## src/inc/smq_pkg.sv

```systemverilog
// Package for the SMBus transfer-mode sequencer: map, fields, timing and state
package smq_pkg;

   // ==========================================================
   // Register map (plain port, 8-bit data)
   localparam logic [2:0] ADR_CTRL = 3'h0;
   localparam logic [2:0] ADR_DATA = 3'h1;
   localparam logic [2:0] ADR_SADR = 3'h2;
   localparam logic [2:0] ADR_SMSK = 3'h3;
   localparam logic [2:0] ADR_CFG = 3'h4;

   // Control register bit positions; upper four form the status vector
   localparam int CB_SI = 0;
   localparam int CB_ACK = 1;
   localparam int CB_ARB = 2;
   localparam int CB_ACK_REQUEST_FLAG = 3;
   localparam int CB_STO = 4;
   localparam int CB_STA = 5;
   localparam int CB_TX = 6;
   localparam int CB_MST = 7;

   // Configuration register bit positions
   localparam int CFG_EN = 0;
   localparam int CFG_INH = 1;

   // ==========================================================
   // Field layout and reset values
   localparam int MSB = 7;
   localparam logic [3:0] ACK_SLOT = 4'h8;
   localparam logic [6:0] SLVM_RST = 7'h7F;
   localparam logic [6:0] GC_ADDR = 7'h00;

   // ==========================================================
   // Timing: half period of the generated serial clock
   localparam int CLK_NS = 10;
   localparam int SCL_HALF_NS = 5000;
   localparam int HALF_CYC_I = (SCL_HALF_NS + CLK_NS - 1) / CLK_NS;
   localparam logic [9:0] HALF_CYC = 10'(HALF_CYC_I);

   // ==========================================================
   // Types
   typedef enum logic [1:0] {
      ST_IDLE = 2'b00,
      ST_START = 2'b01,
      ST_BYTE = 2'b10,
      ST_STOP = 2'b11
   } smq_st_e;

   typedef struct packed {
      logic [2:0] addr;
      logic [7:0] wdata;
      logic wr;
      logic rd;
   } smq_req_s;

   typedef struct packed {
      smq_st_e st;
      logic master;
      logic transmit_direction_flag;
      logic start_request_bit;
      logic stop_request_bit;
      logic ack_request_flag;
      logic arbitration_lost_flag;
      logic ack;
      logic si;
      logic [7:0] dat;
      logic [6:0] slv;
      logic gc;
      logic [6:0] slvm;
      logic hw_acknowledge_enable;
      logic en;
      logic inhibit;
      logic [3:0] bitcnt;
      logic addr_ph;
      logic slave_act;
      logic ign;
      logic busy;
      logic frame_end;
      logic ack_go;
      logic wrote;
      logic [9:0] tmr;
      logic scl_m;
      logic scl_s;
      logic scl_d;
      logic sda_m;
      logic sda_s;
      logic sda_d;
      logic scl_oe;
      logic sda_oe;
      logic [7:0] rdata;
   } smq_state_s;

   // Sync stages reset to the pulled-up idle level, so no false edge follows reset
   localparam smq_state_s STATE_RST = '{st: ST_IDLE, slvm: SLVM_RST, scl_m: 1'b1, scl_s: 1'b1,
      scl_d: 1'b1, sda_m: 1'b1, sda_s: 1'b1, sda_d: 1'b1, default: '0};

endpackage

```

## src/rtl/smq_sequencer.sv

```systemverilog
// SMBus transfer-mode sequencer: master/slave, transmit/receive, byte interrupt
//
// Contract
// Master from generated START until STOP/arbitration loss
// Interrupt flag at end of every byte
// Receive: interrupt before ack unless hardware ack
// Transmit: interrupt always after the ack cycle
// Master write: START, address with direction 0
// Stop request ends master transfer with STOP
// No data write after tx interrupt: receive
// Master read: address bit 1, master drives clock
// Software ack off: request flag, interrupt per byte
// Hardware ack: drive preset ack, then interrupt
// Ack bit 1 sends ACK, 0 NACK
// Software NACKs final byte as master receiver
// Data write as master receiver: become transmitter
// Not inhibited: START plus address enters slave receive
// Software ack off: interrupt, request flag on address
// Hardware ack: ACK matching masked address
// Ignored address: no slave interrupts until START
// Received STOP leaves slave receiver mode
// Data write as slave receiver: become transmitter
// Slave tx: no data write after NACK
// Slave tx leaves on STOP, reverts without write
// Status vector is four upper control bits
// Hardware ack enable selects recognition behaviour
// Shift MSB first, first received bit at MSB
//
// The plain strobed port and the address map are this design's own decisions.
`timescale 1ns/1ps
module smq_sequencer
   import smq_pkg::*;
(
   input wire logic REF_CLK,
   input wire logic RST_N,
   input wire smq_req_s BUS_REQ,
   output logic [7:0] RDATA,
   input wire logic SCL_I,
   output logic SCL_O,
   output logic SCL_OE,
   input wire logic SDA_I,
   output logic SDA_O,
   output logic SDA_OE
);

   // ==========================================================
   // Helpers
   function automatic logic tdone(input logic [9:0] t);
      return t == (HALF_CYC - 10'h001);
   endfunction

   // Masked address compare, general call optional
   function automatic logic addr_hit(input logic [6:0] a, input logic [6:0] slv,
                                     input logic [6:0] msk, input logic gc);
      return (((a ^ slv) & msk) == 7'h00) || (gc && (a == GC_ADDR));
   endfunction

   smq_state_s s_r;
   smq_state_s s_nxt;
   logic rise;
   logic fall;
   logic start_det;
   logic stop_det;
   logic part;
   logic ackv;
   logic rel;
   logic [9:0] tnext;
   logic [7:0] wd;

   // ==========================================================
   // Bus line events, taken from the second and third sync stages
   assign rise = s_r.scl_s & ~s_r.scl_d;
   assign fall = ~s_r.scl_s & s_r.scl_d;
   assign start_det = s_r.scl_s & s_r.scl_d & s_r.sda_d & ~s_r.sda_s;
   assign stop_det = s_r.scl_s & s_r.scl_d & ~s_r.sda_d & s_r.sda_s;

   // Taking part in the current frame; an ignored slave sits out to next START
   assign part = s_r.master | s_r.slave_act |
                 (s_r.addr_ph & s_r.en & ~s_r.inhibit & ~s_r.ign);
   // Address acknowledge comes from the compare only with hardware ack on
   assign ackv = (s_r.addr_ph & ~s_r.master & s_r.hw_acknowledge_enable) ?
                 addr_hit(s_r.dat[MSB:1], s_r.slv, s_r.slvm, s_r.gc) : s_r.ack;
   assign wd = BUS_REQ.wdata;
   // Software clearing a pending interrupt releases the bus
   assign rel = BUS_REQ.wr & (BUS_REQ.addr == ADR_CTRL) & ~wd[CB_SI] & s_r.si;
   assign tnext = s_r.tmr + 10'h001;

   // ==========================================================
   // Next state
   always_comb begin
      s_nxt = s_r;
      s_nxt.scl_m = SCL_I;
      s_nxt.scl_s = s_r.scl_m;
      s_nxt.scl_d = s_r.scl_s;
      s_nxt.sda_m = SDA_I;
      s_nxt.sda_s = s_r.sda_m;
      s_nxt.sda_d = s_r.sda_s;

      // Register reads, data valid in the following cycle
      s_nxt.rdata = 8'h00;
      if (BUS_REQ.rd) begin
         case (BUS_REQ.addr)
            ADR_CTRL: s_nxt.rdata = {s_r.master, s_r.transmit_direction_flag, s_r.start_request_bit, s_r.stop_request_bit,
                                     s_r.ack_request_flag, s_r.arbitration_lost_flag, s_r.ack, s_r.si};
            ADR_DATA: s_nxt.rdata = s_r.dat;
            ADR_SADR: s_nxt.rdata = {s_r.slv, s_r.gc};
            ADR_SMSK: s_nxt.rdata = {s_r.slvm, s_r.hw_acknowledge_enable};
            ADR_CFG: s_nxt.rdata = {6'h00, s_r.inhibit, s_r.en};
            default: s_nxt.rdata = 8'h00;
         endcase
      end

      // Register writes; hardware events below override, so a set wins
      if (BUS_REQ.wr) begin
         case (BUS_REQ.addr)
            ADR_CTRL: begin
               s_nxt.start_request_bit = wd[CB_STA];
               s_nxt.stop_request_bit = wd[CB_STO];
               s_nxt.ack = wd[CB_ACK];
               s_nxt.arbitration_lost_flag = s_r.arbitration_lost_flag & wd[CB_ARB];
               if (!wd[CB_SI]) begin
                  s_nxt.si = 1'b0;
               end
            end
            ADR_DATA: begin
               s_nxt.dat = wd;
               s_nxt.wrote = 1'b1;
               if ((s_r.master | s_r.slave_act) & ~s_r.transmit_direction_flag) begin
                  s_nxt.transmit_direction_flag = 1'b1;
               end
            end
            ADR_SADR: {s_nxt.slv, s_nxt.gc} = wd;
            ADR_SMSK: {s_nxt.slvm, s_nxt.hw_acknowledge_enable} = wd;
            ADR_CFG: begin
               s_nxt.en = wd[CFG_EN];
               s_nxt.inhibit = wd[CFG_INH];
            end
            default: ;
         endcase
      end

      // Interrupt release: a master's requests written along with the clear act at once unless an ack request is pending
      if (rel) begin
         s_nxt.wrote = 1'b0;
         s_nxt.ack_request_flag = 1'b0;
         s_nxt.ack_go = s_r.ack_request_flag;
         if (!s_r.ack_request_flag && s_r.master && wd[CB_STO]) begin
            s_nxt.st = ST_STOP;
            s_nxt.tmr = '0;
         end else if (!s_r.ack_request_flag && s_r.master && wd[CB_STA]) begin
            s_nxt.st = ST_START;
            s_nxt.tmr = '0;
         end else if (s_r.transmit_direction_flag && !s_r.wrote) begin
            s_nxt.transmit_direction_flag = 1'b0;
         end
      end

      case (s_r.st)
         // Wait for a start request on a free bus
         ST_IDLE: begin
            if (s_r.start_request_bit && s_r.en && !s_r.busy && !s_r.si) begin
               s_nxt.st = ST_START;
               s_nxt.tmr = '0;
            end
         end

         // Release a held clock, wait for a free bus, then pull SDA, then SCL
         ST_START: begin
            if (s_r.scl_oe) begin
               s_nxt.sda_oe = 1'b0;
               if (tdone(s_r.tmr)) begin
                  s_nxt.tmr = '0;
                  s_nxt.scl_oe = 1'b0;
               end else begin
                  s_nxt.tmr = tnext;
               end
            end else if (!s_r.sda_oe) begin
               if (s_r.scl_s && s_r.sda_s) begin
                  if (tdone(s_r.tmr)) begin
                     s_nxt.tmr = '0;
                     s_nxt.sda_oe = 1'b1;
                  end else begin
                     s_nxt.tmr = tnext;
                  end
               end else begin
                  s_nxt.tmr = '0;
               end
            end else if (tdone(s_r.tmr)) begin
               // START done: master, transmitter, software loads the address
               s_nxt.tmr = '0;
               s_nxt.scl_oe = 1'b1;
               s_nxt.master = 1'b1;
               s_nxt.transmit_direction_flag = 1'b1;
               s_nxt.start_request_bit = 1'b0;
               s_nxt.si = 1'b1;
               s_nxt.bitcnt = '0;
               s_nxt.addr_ph = 1'b1;
               s_nxt.frame_end = 1'b0;
               s_nxt.st = ST_BYTE;
            end else begin
               s_nxt.tmr = tnext;
            end
         end

         // SDA low under low SCL, release SCL, then release SDA
         ST_STOP: begin
            if (tdone(s_r.tmr)) begin
               s_nxt.tmr = '0;
               if (!s_r.scl_oe && !s_r.sda_oe) begin
                  s_nxt.scl_oe = 1'b1;
               end else if (!s_r.sda_oe) begin
                  s_nxt.sda_oe = 1'b1;
               end else if (s_r.scl_oe) begin
                  s_nxt.scl_oe = 1'b0;
               end else if (s_r.scl_s) begin
                  s_nxt.sda_oe = 1'b0;
                  s_nxt.master = 1'b0;
                  s_nxt.transmit_direction_flag = 1'b0;
                  s_nxt.stop_request_bit = 1'b0;
                  s_nxt.st = s_r.start_request_bit ? ST_START : ST_IDLE;
               end
            end else if (!s_r.scl_oe && s_r.sda_oe && !s_r.scl_s) begin
               s_nxt.tmr = '0; // Clock held by another party
            end else begin
               s_nxt.tmr = tnext;
            end
         end

         ST_BYTE: begin
            // Master clock: halted while the interrupt is pending
            if (s_r.master) begin
               if (s_r.si) begin
                  s_nxt.tmr = '0;
               end else if (tdone(s_r.tmr)) begin
                  s_nxt.tmr = '0;
                  if (s_r.scl_oe) begin
                     s_nxt.scl_oe = 1'b0;
                  end else if (s_r.scl_s) begin
                     s_nxt.scl_oe = 1'b1;
                  end
               end else begin
                  s_nxt.tmr = tnext;
               end
            end

            // SDA only changes while SCL is low, so no false START/STOP
            if (!part) begin
               s_nxt.sda_oe = 1'b0;
            end else if (!s_r.scl_s) begin
               if (s_r.bitcnt < ACK_SLOT) begin
                  s_nxt.sda_oe = s_r.transmit_direction_flag & ~s_r.dat[MSB];
               end else begin
                  s_nxt.sda_oe = ~s_r.transmit_direction_flag & (s_r.hw_acknowledge_enable | s_r.ack_go) & ackv;
               end
            end

            // Sample on rising SCL
            if (rise && part) begin
               if (s_r.bitcnt < ACK_SLOT) begin
                  s_nxt.dat = {s_r.dat[MSB-1:0], s_r.sda_s};
                  s_nxt.bitcnt = s_r.bitcnt + 4'h1;
                  if (s_r.master && s_r.transmit_direction_flag && s_r.dat[MSB] && !s_r.sda_s) begin
                     // Lost arbitration: drop master and both drivers
                     s_nxt.arbitration_lost_flag = 1'b1;
                     s_nxt.master = 1'b0;
                     s_nxt.transmit_direction_flag = 1'b0;
                     s_nxt.scl_oe = 1'b0;
                     s_nxt.sda_oe = 1'b0;
                     s_nxt.tmr = '0;
                  end
               end else begin
                  s_nxt.bitcnt = '0;
                  s_nxt.ack_go = 1'b0;
                  s_nxt.frame_end = 1'b1;
                  if (s_r.transmit_direction_flag) begin
                     s_nxt.ack = ~s_r.sda_s;
                  end
                  if (s_r.addr_ph) begin
                     s_nxt.addr_ph = 1'b0;
                     if (!s_r.master && !s_r.sda_oe) begin
                        s_nxt.ign = 1'b1;
                        s_nxt.slave_act = 1'b0;
                        s_nxt.frame_end = 1'b0;
                     end else if (!s_r.master) begin
                        s_nxt.slave_act = 1'b1;
                     end
                  end
               end
            end

            // Interrupts posted on falling SCL, then the clock is held low
            if (fall && part) begin
               if (s_r.bitcnt == ACK_SLOT && !s_r.transmit_direction_flag && !s_r.hw_acknowledge_enable &&
                   !s_r.ack_go && !s_r.si) begin
                  s_nxt.si = 1'b1;
                  s_nxt.ack_request_flag = 1'b1;
                  if (s_r.addr_ph && !s_r.master) begin
                     s_nxt.slave_act = 1'b1;
                  end
               end
               if (s_r.frame_end) begin
                  s_nxt.frame_end = 1'b0;
                  if (s_r.transmit_direction_flag || s_r.hw_acknowledge_enable) begin
                     s_nxt.si = 1'b1;
                  end else if (s_r.master && s_r.stop_request_bit) begin
                     s_nxt.st = ST_STOP;
                     s_nxt.tmr = '0;
                  end else if (s_r.master && s_r.start_request_bit) begin
                     s_nxt.st = ST_START;
                     s_nxt.tmr = '0;
                  end
               end
            end

            // Slave stretches SCL low while its interrupt is pending
            if (!s_nxt.master) begin
               s_nxt.scl_oe = s_nxt.si & s_nxt.slave_act;
            end
         end

         default: s_nxt.st = ST_IDLE;
      endcase

      // START on the bus opens an address frame for a listening slave
      if (start_det) begin
         s_nxt.busy = 1'b1;
         if (!s_r.master && s_r.st != ST_START) begin
            s_nxt.st = ST_BYTE;
            s_nxt.bitcnt = '0;
            s_nxt.addr_ph = 1'b1;
            s_nxt.ign = 1'b0;
            s_nxt.slave_act = 1'b0;
            s_nxt.transmit_direction_flag = 1'b0;
            s_nxt.frame_end = 1'b0;
            s_nxt.scl_oe = 1'b0;
            s_nxt.sda_oe = 1'b0;
         end
      end

      // STOP on the bus ends any slave role
      if (stop_det) begin
         s_nxt.busy = 1'b0;
         if (!s_r.master && s_r.st != ST_START) begin
            s_nxt.st = ST_IDLE;
            s_nxt.slave_act = 1'b0;
            s_nxt.transmit_direction_flag = 1'b0;
            s_nxt.addr_ph = 1'b0;
            s_nxt.scl_oe = 1'b0;
            s_nxt.sda_oe = 1'b0;
         end
      end
   end

   // ==========================================================
   // State register
   always_ff @(posedge REF_CLK or negedge RST_N) begin
      if (!RST_N) begin
         s_r <= STATE_RST;
      end else begin
         s_r <= s_nxt;
      end
   end

   // Open-drain pins: only ever pull low
   assign RDATA = s_r.rdata;
   assign SCL_OE = s_r.scl_oe;
   assign SDA_OE = s_r.sda_oe;
   assign SCL_O = 1'b0;
   assign SDA_O = 1'b0;

endmodule

```

## config.mk

```make
export PLATFORM = sky130hd
export DESIGN_NAME = smq_sequencer
export DESIGN_NICKNAME = d
export VERILOG_FILES = /design/src/inc/smq_pkg.sv /design/src/rtl/smq_sequencer.sv
export SDC_FILE = /design/constraint.sdc
export NUM_CORES = 1
export LEC_CHECK = 0
export BUFFER_PORTS_ARGS = -buffer_cell sky130_fd_sc_hd__buf_2
export CAP_MARGIN = 20
export CORE_ASPECT_RATIO = 1.25
export CORE_MARGIN = 5
export CORE_UTILIZATION = 45
export CTS_BUF_LIST = sky130_fd_sc_hd__clkbuf_16
export DETAILED_ROUTE_END_ITERATION = 6
export GPL_TIMING_DRIVEN = 0
export HOLD_SLACK_MARGIN = 0.06
export SYNTH_ARGS = -nofsm -noshare
export SYNTH_HDL_FRONTEND = slang
export SYNTH_SLANG_ARGS = --single-unit
export TNS_END_PERCENT = 1
```

## constraint.sdc

```tcl
create_clock -name REF_CLK -period 2.8 [get_ports REF_CLK]
set_clock_uncertainty 0.2 [all_clocks]
set_input_delay 0.42 -clock REF_CLK [delete_from_list [all_inputs] [get_ports REF_CLK]]
set_output_delay 0.42 -clock REF_CLK [all_outputs]
set_load 0.01 [all_outputs]
```

==> Yosys cells after proc, flatten, opt, wreduce, memory -nomap -nowiden <==
Index checks and enable logic that the tools add are counted.
{ "op_classes": {"addsub": 2, "magnitude_cmp": 1, "eq_ne": 18, "mux": 166, "bitwise": 36, "reduce_logical": 53} }
{ "op_table": {"columns": ["operator", "n"], "rows": [
  ["$mux 10", 19],
  ["$mux 1", 76],
  ["$mux 2", 35],
  ["$mux 8", 7],
  ["$pmux 10 s4", 1],
  ["$pmux 8 s5", 1],
  ["$mux 5", 6],
  ["$mux 29", 1],
  ["$logic_and 1x1->1", 26],
  ["$mux 4", 6],
  ["$and 1x1->1", 21],
  ["$ne 2x2->1 const B", 8],
  ["$logic_not 7->1", 2],
  ["$mux 7", 2],
  ["$logic_not 1->1", 12],
  ["$mux 12", 1],
  ["$mux 3", 4],
  ["$pmux 2 s3", 2],
  ["$add 10x1->10 const B", 1],
  ["$eq 10x9->1 const B", 1],
  ["$not 1->1", 10],
  ["$pmux 5 s2", 1],
  ["$mux 9", 1],
  ["$reduce_and 9->1", 1],
  ["other kinds (20)", 31]
]} }
{ "totals": {"register_bits": 73, "input_bits": 17, "output_inout_bits": 12, "wordCells": 310} }

==> Depth between registers and ports, before layout <==
{ "depth": {"word_depth": 19, "mapped_depth": 10, "ltp_nobuf": 8} }

==> Worst setup path before layout <==
Ideal clock, no wire load.
{ "synth_timing": {"path_kind": "reg2reg", "startpoint": "register s_r, in the netlist s_nxt[13]", "endpoint": "register s_r[20] (netlist bit)", "setup_time_ps": 124, "arrival_time_ps": 1942, "t_required_ps": 2476, "setup_slack_ps": 534, "stages_incl_launch_ff": 9, "n_path_buf": 2, "synth_period_minus_slack_ps": 2266, "path_cell_list": "dfstp_2 -> buf_2 -> nand2b_1 -> o311ai_0 -> nor3_1 -> o211ai_1 -> buf_2 -> nor2_1 -> a211o_1"} }
{ "synth_lines": {"columns": ["element", "line", "source"], "rows": [
  ["from (decl)", "smq_sequencer.sv:58", "smq_state_s s_r;"],
  ["from (signal assigned)", "smq_sequencer.sv:360", "s_r <= s_nxt;"]
]} }

==> metrics <==
outcome finished clean; Gate power share 0.323; most common cell after layout, fill and taps aside dfrtp_1; Die X 97.3 um; Vias 3,604; Die Ht 119 um; total gr overflow 0; final setup fails 0; largest net degree at the start of global routing 44; critical path's slowest cell dfstp_2; most frequent cells in the layout dfrtp_1, nor2_1, nand2_1, buf_2, a21oi_1; CTS tree yes; synth warn 0; post-synthesis register bit count 73; wire length of the first global-routing pass 18.3 mm; Setup crit end kind flip-flop; Post-DP Area 4610 sq um; Clk pwr share 0.281; Switch Pwr 1320 uW; post-route insts no fill 610; Hold Crit Class input port to flip-flop; htree depth 3; CTS root buf clkbuf_16; worst-path fanout max 10; switching part of the total power 0.362; crit share post-route 0.961; worst-margin pin slew 766 ps; cell total after placement 591; Post-Synthesis Cell Area 4290 sq um; fin util 0.533; Max Slew Vio Count 0; average size of a mapped cell 9.75 sq um; Synth async-reset ratio 1.00; Clk Latency, worst-skew pair 340 ps; DR WL/cell 18.3 um; leakage power 0.00204 uW; Critical Path RT 2830 ps; Worst VDD drop 0.000398 V; Diodes inserted 0; Final HPWL DP 8.14 mm; clock sink count 73; vias per inst 5.91; clk slew on worst S/H paths 60 ps; post-CTS setup buffers 0; number of distinct library cells after synthesis 70; antenna violations before repair 0; RSZ-0062 raised after global routing true; sequential-to-total area share from yosys stat 0.430; Initial Util 0.465; Die ar. 11,600 sq um; CP arrival 2720 ps; Int Power 2330 uW; CTS Buffer Depth 2; Reg power frac 0.396; Crit Path Class flip-flop to flip-flop; io pins 29; first-pass detailed-route iteration total 7; Slew headroom 0.487; drt drc 0; Most used DFF post-synth dfrtp_1; PortBufs 26; final wirelength 11.2 mm; fin crit period 2690 ps; EDFF count, synth 0; f_max 372 MHz; fin area 4920 sq um; Post-DRT Antenna Nets 0; Power Density 743 nW/um^2; Row Count 39; Worst setup SP type flip-flop; post-synthesis cell count 440; cts bufs inserted 9; reported max-cap violation count 0; final hold violation count 0; routability congestion estimate 0.889; first-iteration detailed-routing DRC count 307; Layout Nets 506; vias in the first global route 3,537; core area 9220 sq um; P&R area growth vs syn 14.7%; CP Cell Sequence buf_2 -> nand2b_1 -> or2_2 -> or3_1 -> clkbuf_1 -> nor2_2 -> a21oi_1 -> a211oi_1; layout cell share with drive strength beyond 1 0.224; GRT Total Usage 0.197; Crit path largest cell delay 530 ps
cells in the mapped netlist (all sizes together), types with 8 or more instances:
cell	n	share of area
dfstp	13	0.080
nor2	42	0.038
nand2b	12	0.018
mux2	19	0.050
nor3	11	0.013
a21oi	28	0.033
nand2	33	0.029
o21ai	19	0.022
nand3	11	0.013
buf	18	0.026
clkbuf	12	0.011
mux4	8	0.044
dfrtp	60	0.35
mux2i	9	0.021
nor2b	14	0.020
inv	17	0.015
power by group through the flow:
stage / sequential (uW) / clock (uW) / combinational [uW]
final: 1450 / 1030 / 1180
after detailed placement: 1460 / 0 / 1150
after CTS: 1440 / 1050 / 1160
after global routing: 1470 / 1110 / 1300
after global placement: 1450 / 0 / 1130
after floorplan: 1390 / 0 / 856
stage by stage:
stage | hold WS, ps | setup TNS [ps] | power (uW) | worst slack, ps
3_3_place_gp | 146 | -216 | 2580 | -84.2
4_1_cts | 134 | 0 | 3650 | 35.8
6_report | 143 | 0 | 3650 | 110
5_1_grt | 139 | -66.0 | 3880 | -24.8
3_5_place_dp | 147 | -171 | 2610 | -64.4
2_1_floorplan | -75.6 | 0 | 2250 | 534
cell families after synthesis:
kind of cell	after synthesis	synth area share
AND/OR/NAND/NOR	164	0.206
flip-flops	73	0.430
XOR/XNOR	7	0.0143
AO/OA/AOI/OAI	104	0.162
other	1	0.000875
adder cells (fa/ha/maj)	7	0.0204
buffers and inverters	48	0.0525
multiplexers	36	0.115
final cells by class:
class / instances / area, sq um
clock inverters: 7 / 38.8
multi-input cells: 320 / 2240
repair buffers: 30 / 190
plain buffers: 30 / 163
flip-flops and latches: 73 / 1840
inverters: 18 / 67.6
clock buffers: 9 / 225
fillers: 826 / 4300
well taps: 123 / 154
routing by layer:
layer,vias up,part of all wire,wire length [um],GRT usage
met4,0,0.014,151,0.0693
met5,-,0,0,0
met2,125,0.50,5550,0.336
met1,1776,0.43,4860,0.249
li1,1688,-,-,-
met3,15,0.055,617,0.0398
worst max-delay path: cells and delay by family, from the launching register on:
kind | cells | cell delay (ps)
AOI/OAI and AO/OA | 2 | 300
buffers and inverters | 2 | 460
DFF | 1 | 530
and+or+nand+nor | 4 | 1080
flip-flops by register name, indices dropped and copies added, names as in the netlist:
name	count
s_r	59
SDA_OE	1
SCL_OE	1
s_nxt	4
RDATA	8
repair_timing:
| item | 4_1_cts | 5_1_grt |
|---|---|---|
| resized for setup | 1 | 9 |
| hold endpoints to repair | 24 | 0 |
| pin swaps | 0 | 1 |
| hold buffers | 3 | 0 |
| setup endpoints to repair | 3 | 15 |
worst paths after layout:
path                                     startpoint                  end  slack [ps]  cells after the start
min in group asynchronous                     RST_N     SCL_OE$_DFF_PN0_         370                      2
worst min register to register  s_nxt[14]$_DFF_PN1_  s_nxt[13]$_DFF_PN1_         150                      0
worst max-delay path            s_nxt[13]$_DFF_PN1_    s_r[35]$_DFF_PN0_         110                      8
worst max register to register  s_nxt[13]$_DFF_PN1_    s_r[35]$_DFF_PN0_         110                      8
worst min-delay path                     BUS_REQ[0]   RDATA[0]$_DFF_PN0_         140                      2
max in group asynchronous                     RST_N  s_r[46]$_DFFE_PN1P_        1410                      3
(Power assumes the default switching activity.)
